File: src/common/sync_mem_port_pkg.sv
// constants for the programmable synchronous memory port
// imported by the port and the bench; widths of data and address are module parameters
package sync_mem_port_pkg;
    // layout of one space's secondary control word
    localparam int CFG_W       = 7;
    localparam int LAT_W       = 2;
    localparam int RL_LSB      = 0;
    localparam int WL_LSB      = 2;
    localparam int CHIP_SELECT_EXTEND_BIT   = 4;
    localparam int ROLE_BIT    = 5;
    localparam int CLKSEL_BIT  = 6;
    localparam logic [CFG_W-1:0] CFG_RESET = 7'h00;
    // tick counter seen only by checks
    localparam int TS_W        = 3;
    localparam logic [TS_W-1:0] TS_MAX = 3'h7;

    typedef enum logic [1:0] {S_IDLE, S_BUSY, S_DESEL} port_state_t;
endpackage

File: src/core/sync_mem_port.sv
// programmable synchronous memory port: one access at a time towards
// pipelined sram, zero-turnaround sram or a synchronous fifo
// assumes both output clocks come from outside and are sampled on mclk
`timescale 1ns/1ps

// What this block does
// read data sampled 0 to 3 interface cycles after the read command
// write data driven 0 to 3 interface cycles after the write command
// extend off: chip enable drops once the command is issued
// extend on: chip enable held while output enable is low
// strobe role 0: strobe is address strobe, deselect cycle inserted
// strobe role 1: strobe is fifo read enable, no deselect cycles
// all interface pins move on the edge of the chosen output clock
// three shared pins serve as strobe, output enable and write enable
// latency, extend, role and clock choice kept per chip-enable space
// bench memory model (sync_mem_model), not this block, presents read data at the programmed latency
module sync_mem_port
    import sync_mem_port_pkg::*;
#(
    parameter int NUM_SPACES = 4,
    parameter int ADDR_W     = 20,
    parameter int DATA_W     = 32
) (
    // clock, reset, enable
    input  wire logic                       mclk,
    input  wire logic                       rst_n,
    input  wire logic                       clk_en,
    // per-space secondary control
    input  wire logic                       cfg_write,
    input  wire logic [$clog2(NUM_SPACES)-1:0] cfg_space,
    input  wire logic [CFG_W-1:0]           cfg_value,
    output logic      [CFG_W-1:0]           cfg_readback,
    // access request
    input  wire logic                       req_valid,
    output logic                            req_ready,
    input  wire logic                       req_write,
    input  wire logic [$clog2(NUM_SPACES)-1:0] req_space,
    input  wire logic [ADDR_W-1:0]          req_addr,
    input  wire logic [DATA_W-1:0]          req_wdata,
    // read answer
    output logic                            rd_valid,
    output logic      [DATA_W-1:0]          rd_data,
    // output clocks from the clock generator
    input  wire logic                       ext_clock_out_one,
    input  wire logic                       ext_clock_out_two,
    // memory pins
    output logic      [NUM_SPACES-1:0]      space_chip_enable_n,
    output logic                            shared_strobe_n,
    output logic                            output_enable_n,
    output logic                            write_enable_n,
    output logic      [ADDR_W-1:0]          ext_addr,
    output logic      [DATA_W-1:0]          ext_data_o,
    output logic                            ext_data_oe,
    input  wire logic [DATA_W-1:0]          ext_data_i
);
    localparam int SPACE_W = $clog2(NUM_SPACES);

    typedef struct packed {
        logic [1:0]                       clk_s1;
        logic [1:0]                       clk_s2;
        logic [1:0]                       clk_prev;
        logic [DATA_W-1:0]                din_s1;
        logic [DATA_W-1:0]                din_s2;
        logic [NUM_SPACES-1:0][CFG_W-1:0] cfg;
        port_state_t                      st;
        logic [LAT_W-1:0]                 cnt;
        logic [CFG_W-1:0]                 acfg;
        logic                             wr;
        logic [NUM_SPACES-1:0]            ce_n;
        logic                             strobe_n;
        logic                             oe_n;
        logic                             we_n;
        logic [ADDR_W-1:0]                addr;
        logic [DATA_W-1:0]                dout;
        logic                             doe;
        logic [DATA_W-1:0]                rdata;
        logic                             rvalid;
        logic [TS_W-1:0]                  tsince;
    } port_regs_t;

    port_regs_t       state_r;
    port_regs_t       state_nxt;
    logic [1:0]       edges;
    logic             tick;
    logic             accept;
    logic [CFG_W-1:0] req_cfg;

    function automatic logic [LAT_W-1:0] lat_of(input logic [CFG_W-1:0] c,
                                                 input logic is_wr);
        lat_of = is_wr ? c[WL_LSB +: LAT_W] : c[RL_LSB +: LAT_W];
    endfunction

    function automatic logic edge_of(input logic [CFG_W-1:0] c,
                                     input logic [1:0] e);
        edge_of = e[c[CLKSEL_BIT]];
    endfunction

    assign edges     = state_r.clk_s2 & ~state_r.clk_prev;
    assign req_cfg   = state_r.cfg[req_space];
    assign tick      = edge_of(state_r.acfg, edges);
    // new access starts only on an edge of its own space's clock
    assign req_ready = clk_en && state_r.st == S_IDLE
                       && edge_of(req_cfg, edges);
    assign accept    = req_valid && req_ready;

    always_comb begin
        state_nxt        = state_r;
        state_nxt.rvalid = 1'b0;
        // two-stage capture of clocks and read data
        state_nxt.clk_s1   = {ext_clock_out_two, ext_clock_out_one};
        state_nxt.clk_s2   = state_r.clk_s1;
        state_nxt.clk_prev = state_r.clk_s2;
        state_nxt.din_s1   = ext_data_i;
        state_nxt.din_s2   = state_r.din_s1;
        if (cfg_write) begin
            state_nxt.cfg[cfg_space] = cfg_value;
        end
        if (tick && state_r.tsince != TS_MAX) begin
            state_nxt.tsince = state_r.tsince + 3'h1;
        end
        unique case (state_r.st)
            S_IDLE: begin
                if (accept) begin
                    state_nxt.st     = S_BUSY;
                    state_nxt.acfg   = req_cfg;
                    state_nxt.wr     = req_write;
                    state_nxt.addr   = req_addr;
                    state_nxt.dout   = req_wdata;
                    state_nxt.cnt    = lat_of(req_cfg, req_write);
                    state_nxt.tsince = '0;
                    state_nxt.ce_n   = ~(NUM_SPACES'(1) << req_space);
                    // fifo mode: read enable only for reads
                    state_nxt.strobe_n = req_write
                                         && req_cfg[ROLE_BIT];
                    state_nxt.oe_n   = req_write;
                    state_nxt.we_n   = !req_write;
                    state_nxt.doe    = req_write
                        && lat_of(req_cfg, 1'b1) == 2'h0;
                end
            end
            S_BUSY: begin
                if (tick) begin
                    state_nxt.strobe_n = 1'b1;
                    state_nxt.we_n     = 1'b1;
                    // writes never hold output enable, so no extension
                    if (!state_r.acfg[CHIP_SELECT_EXTEND_BIT] || state_r.wr) begin
                        state_nxt.ce_n = '1;
                    end
                    if (state_r.cnt == 2'h0) begin
                        state_nxt.oe_n = 1'b1;
                        state_nxt.ce_n = '1;
                        state_nxt.doe  = 1'b0;
                        if (!state_r.wr) begin
                            state_nxt.rdata  = state_r.din_s2;
                            state_nxt.rvalid = 1'b1;
                        end
                        if (state_r.acfg[ROLE_BIT]) begin
                            state_nxt.st = S_IDLE;
                        end else begin
                            state_nxt.st       = S_DESEL;
                            state_nxt.strobe_n = 1'b0;
                        end
                    end else begin
                        state_nxt.cnt = state_r.cnt - 2'h1;
                        if (state_r.wr && state_r.cnt == 2'h1) begin
                            state_nxt.doe = 1'b1;
                        end
                    end
                end
            end
            S_DESEL: begin
                // strobe low with all chip enables high is a deselect
                if (tick) begin
                    state_nxt.strobe_n = 1'b1;
                    state_nxt.st       = S_IDLE;
                end
            end
        endcase
    end

    always_ff @(posedge mclk) begin
        if (!rst_n) begin
            state_r          <= '0;
            state_r.cfg      <= {NUM_SPACES{CFG_RESET}};
            state_r.ce_n     <= '1;
            state_r.strobe_n <= 1'b1;
            state_r.oe_n     <= 1'b1;
            state_r.we_n     <= 1'b1;
        end else if (clk_en) begin
            state_r <= state_nxt;
        end
    end

    assign cfg_readback        = state_r.cfg[cfg_space];
    assign rd_valid            = state_r.rvalid;
    assign rd_data             = state_r.rdata;
    assign space_chip_enable_n = state_r.ce_n;
    assign shared_strobe_n     = state_r.strobe_n;
    assign output_enable_n     = state_r.oe_n;
    assign write_enable_n      = state_r.we_n;
    assign ext_addr            = state_r.addr;
    assign ext_data_o          = state_r.dout;
    assign ext_data_oe         = state_r.doe;
endmodule
File: config.mk
export PLATFORM = sky130hd
export DESIGN_NAME = sync_mem_port
export DESIGN_NICKNAME = d
export VERILOG_FILES = /design/src/common/sync_mem_port_pkg.sv /design/src/core/sync_mem_port.sv
export SDC_FILE = /design/constraint.sdc
export NUM_CORES = 1
export LEC_CHECK = 0
export CAP_MARGIN = 20
export CORE_UTILIZATION = 60
export DETAILED_ROUTE_END_ITERATION = 8
export DONT_BUFFER_PORTS = 1
export GPL_TIMING_DRIVEN = 0
export PLACE_DENSITY = 0.76
export SLEW_MARGIN = 20
export SYNTH_ARGS = -nofsm -noshare
export SYNTH_HDL_FRONTEND = slang
export SYNTH_SLANG_ARGS = --single-unit
File: constraint.sdc
create_clock -name mclk -period 5.2 [get_ports mclk]
set_input_delay 0.52 -clock mclk [delete_from_list [all_inputs] [get_ports mclk]]
set_output_delay 0.52 -clock mclk [all_outputs]
set_load 0.02 [all_outputs]
## Word level (Yosys, flattened, before mapping)

Cells that the tools add are included.

- Bits in registers: 203
- Logic and storage cells: 102

- Add/subtract/negate cells: 1
- Magnitude comparators: 5
- Eq/ne operators: 10
- Shift operators: 1
- Muxes and demuxes: 35
- Bitwise gates (word level): 4
- Reductions and logical operators: 24

Operator list:

| kind | number |
|---|---|
| 72-bit 2-to-1 mux | 1 |
| 33-bit 2-to-1 mux | 2 |
| 34-bit 2-to-1 mux | 1 |
| 5-bit AND reduction | 6 |
| 7-bit binary-select mux with 2-bit select | 2 |
| 28-bit bitwise mux | 1 |
| 7-bit 2-to-1 mux | 4 |
| 7-bit demux with 2-bit select | 1 |
| 2-bit 2-to-1 mux | 5 |
| 2-bit inequality test, second input constant | 5 |
| 1-bit 2-to-1 mux | 9 |
| 4-bit 2-to-1 mux | 2 |
| 2-bit case mux with 2 select lines | 2 |
| 4-bit case mux with 2 select lines | 1 |
| 4-bit AND reduction | 2 |
| 1-bit logical AND | 7 |
| 2-bit logical NOT | 3 |
| 2-bit by 3-bit less-than comparator with 1-bit output, second input constant | 2 |
| 6-bit 2-to-1 mux | 1 |
| 3-bit inequality test, second input constant | 2 |
| 2-bit case mux with 3 select lines | 1 |
| 2-bit by 1-bit equality test with 1-bit output, second input constant | 2 |
| 1-bit by 2-bit less-than comparator with 1-bit output, second input constant | 2 |
| 4-bit NOT | 1 |
| other kinds (14) | 15 |

## Logic depth before layout (Yosys ltp)

- Word-level depth: 8
- Gate-level depth with buffers: 8

## Worst setup path after synthesis

OpenSTA, ideal clock, no wires.

- Path type: input to output
- From: input clk_en
- To: output req_ready
- Arrival time: 1.712 ns
- Required time: 4.680 ns
- Slack: 2.968 ns
- Stages on the path: 5
- Cell sequence: clkbuf_1 -> clkbuf_1 -> buf_2 -> nand2_1 -> nor2_1

- Longest elaborated chain between the ends: 2

RTL lines:

| element | line | source |
|---|---|---|
| start: declaration | sync_mem_port.sv:27 | `input wire logic clk_en,` |
| 1-bit logical AND | sync_mem_port.sv:102 | `assign req_ready = clk_en && state_r.st == S_IDLE` |
| 1-bit logical AND | sync_mem_port.sv:103 | `&& edge_of(req_cfg, edges);` |
| end: declaration | sync_mem_port.sv:35 | `output logic req_ready,` |

No other way between the ends.

## Worst setup path after layout

Ends and elaborated chain as after synthesis.

==> run summary <==
Mapped Cells: 938
final setup fails: 0
routed vias: 6,165
clock skew: 7.54 ps
largest family of logic cells by synthesized area: simple AND/OR/NAND/NOR gates
commonest non-fill, non-tap cell in the layout: nand2_1
Cell Rows: 43
# IOs: 204
Synth Area in Compound Gates: 0.109
CP required: 4680 ps
CTS Hold Bufs: 0
clock latency on the worst-skew pair: 430 ps
WL final: 19,800 µm
Netlist cell types: 46
PortBufs: 0
# DRC: 0
sequential share of the synthesized area: 0.452
YS warnings: 0
Synth Cell Area: 8820 µm²
Setup Total Neg Slack: 0 ps
Slew @ Worst Pin: 949 ps
Fmax: 354 MHz
postcts setup bufs: 0
Critical Path AT: 2310 ps
RSZ-0062 raised after global routing: false
total CTS buffers: 17
die width: 123 µm
Critical Path End Type: output pin
root buf cell: clkbuf_16
GP Congestion: 0.859
DP Wirelength: 14,300 µm
Final Hold Viols: 0
pwr dens: 319 nW/µm²
status: finished clean
number of synthesized flops with an enable pin: 0
Synthesized Nets: 1,046
worst hold path type: in -> reg
worst reg-to-reg setup slack: 2760 ps
layout cells sized above 1: 0.162
Max-Cap Viols: 0
crit-path max FO: 10
relative slew slack: 0.364
commonest non-fill, non-tap cells in the layout: 204 x nand2_1, 199 x dfxtp_1, 95 x nor2b_1
fin crit period: 2830 ps
Clock Tree Buf Depth: 2
mux share of post-synthesis cell area: 0.142
largest net degree at the start of global routing: 18
WS Path Type: in -> out
initial drt markers: 251
die height: 123 µm
CP startpoint: clk_en
vias in the first global route: 5,761
leakage power: 3.74 nW
post-cts resize count: 0
Reg clk slew, reported paths: 70 ps
CTS tree: yes
xor/xnor share of the synthesized area: 0
Slew Limit Fails: 0
Final Power: 3.07 mW
post-detailed-route wirelength per cell: 17.2 µm
ANT nets after route: 0
hold_ws: 227 ps
detailed-router iteration count before antenna repair: 4
Synth async-reset ratio: 0
Starting Density: 0.626
core area: 14,100 µm²
n_diodes: 0
Hold Path Depth: 2
R2R cell count: 8
first-pass GRT wire length: 30,000 µm
Sink Count: 199
FF-to-FF Start: state_r[106]$_SDFFE_PN0P_
Nets: 1,065
Avg Inst Size Synth: 9.40 µm²
peak supply drop: 234 µV
DIE AREA: 15,200 µm²
total congestion overflow: 0
fin crit share: 0.544
post-synthesis adder-cell area fraction: 0.00710
Synth Flop Type: dfxtp_1
startpoint types: primary input
Area Overhead vs Synth: 9.21%
DR vias/cell: 5.36
H-Tree Depth: 4
Simple-Gate Fraction of Synth Area: 0.182
initial antenna violation count: 0
gr usage total: 0.263
Synth Register Bits: 199
min-delay src: req_wdata[8]
-- stage by stage --
stage	area [µm²]	setup WS [ps]	util	instances
final	9630	2370	0.683	1150
after global routing	9630	2220	0.683	1150
after CTS	9630	2340	0.683	1150
after detailed placement	9040	2330	0.641	1118
after global placement	9040	2340	0.641	1118
after floorplan	8820	2970	-	938
-- layer usage --
layer / vias to the layer above / GRT usage / wire, µm
met5: - / 0 / 0
met4: 0 / 0.0806 / 217
met3: 18 / 0.0770 / 1620
met2: 197 / 0.449 / 9630
met1: 2882 / 0.318 / 8290
li1: 3068 / - / -
-- logic make-up (layout without fill, tap and decap cells) --
kind of cell / after synthesis / count (layout)
adders and majority gates: 5 / 5
and+or+nand+nor: 337 / 337
AOI/OAI and AO/OA: 133 / 133
DFF: 199 / 199
muxes: 108 / 108
buffers and inverters: 156 / 188
-- synth_stat cells, drive strengths merged, types with 2 or more instances --
| cell type | n | share of area |
|---|---|---|
| dfxtp | 199 | 0.45 |
| mux2i | 94 | 0.11 |
| and4 | 2 | 0.0020 |
| nor2 | 7 | 0.0030 |
| ha | 5 | 0.0071 |
| nor4 | 7 | 0.0057 |
| or3 | 2 | 0.0014 |
| nand2b | 3 | 0.0021 |
| buf | 109 | 0.088 |
| o21ai | 11 | 0.0062 |
| nor3 | 6 | 0.0040 |
| o211ai | 2 | 0.0017 |
| a21oi | 10 | 0.0057 |
| a21boi | 97 | 0.083 |
| nand2 | 204 | 0.087 |
| nand3 | 3 | 0.0017 |
| o21a | 2 | 0.0018 |
| o31ai | 2 | 0.0023 |
| a211oi | 2 | 0.0017 |
| mux4 | 14 | 0.036 |
| inv | 10 | 0.0043 |
| nor2b | 95 | 0.067 |
| clkbuf | 37 | 0.016 |
-- final timing paths --
check,endpoint
worst max-delay path,req_ready
worst max register to register,ext_addr[10]$_SDFFE_PN0P_
worst min-delay path,ext_data_o[8]$_SDFFE_PN0P_
worst min register to register,rd_data[30]$_SDFFE_PN0P_
-- worst max-delay path, stage by stage --
cell and delay [ps]:
clkbuf_1 430, clkbuf_1 490, buf_2 420, nand2_1 90, nor2_1 340
-- state kept, by name, summed over array words and instances (netlist names) --
name,flops
ext_data_o,32
space_chip_enable_n,4
ext_addr,20
state_r,70
rd_data,32
ext_data_oe,1
shared_strobe_n,1
output_enable_n,1
rd_valid,1
state_nxt,36
write_enable_n,1
-- final cells by class --
class | count | area (µm²)
fillers | 1191 | 4470
multi-input cells | 583 | 3880
inverters | 10 | 37.5
clock inverters | 12 | 140
clock buffers | 20 | 447
well taps | 180 | 225
flip-flops and latches | 199 | 3980
plain buffers | 146 | 912
-- report_power, final --
part           switching (mW)  internal, mW  leakage, nW
logic                  0.0936        0.0794         1.84
registers              0.0194          1.56         1.61
clock network           0.588         0.732        0.284
total                   0.701          2.37         3.74
Power figures use the tool's default switching activity.
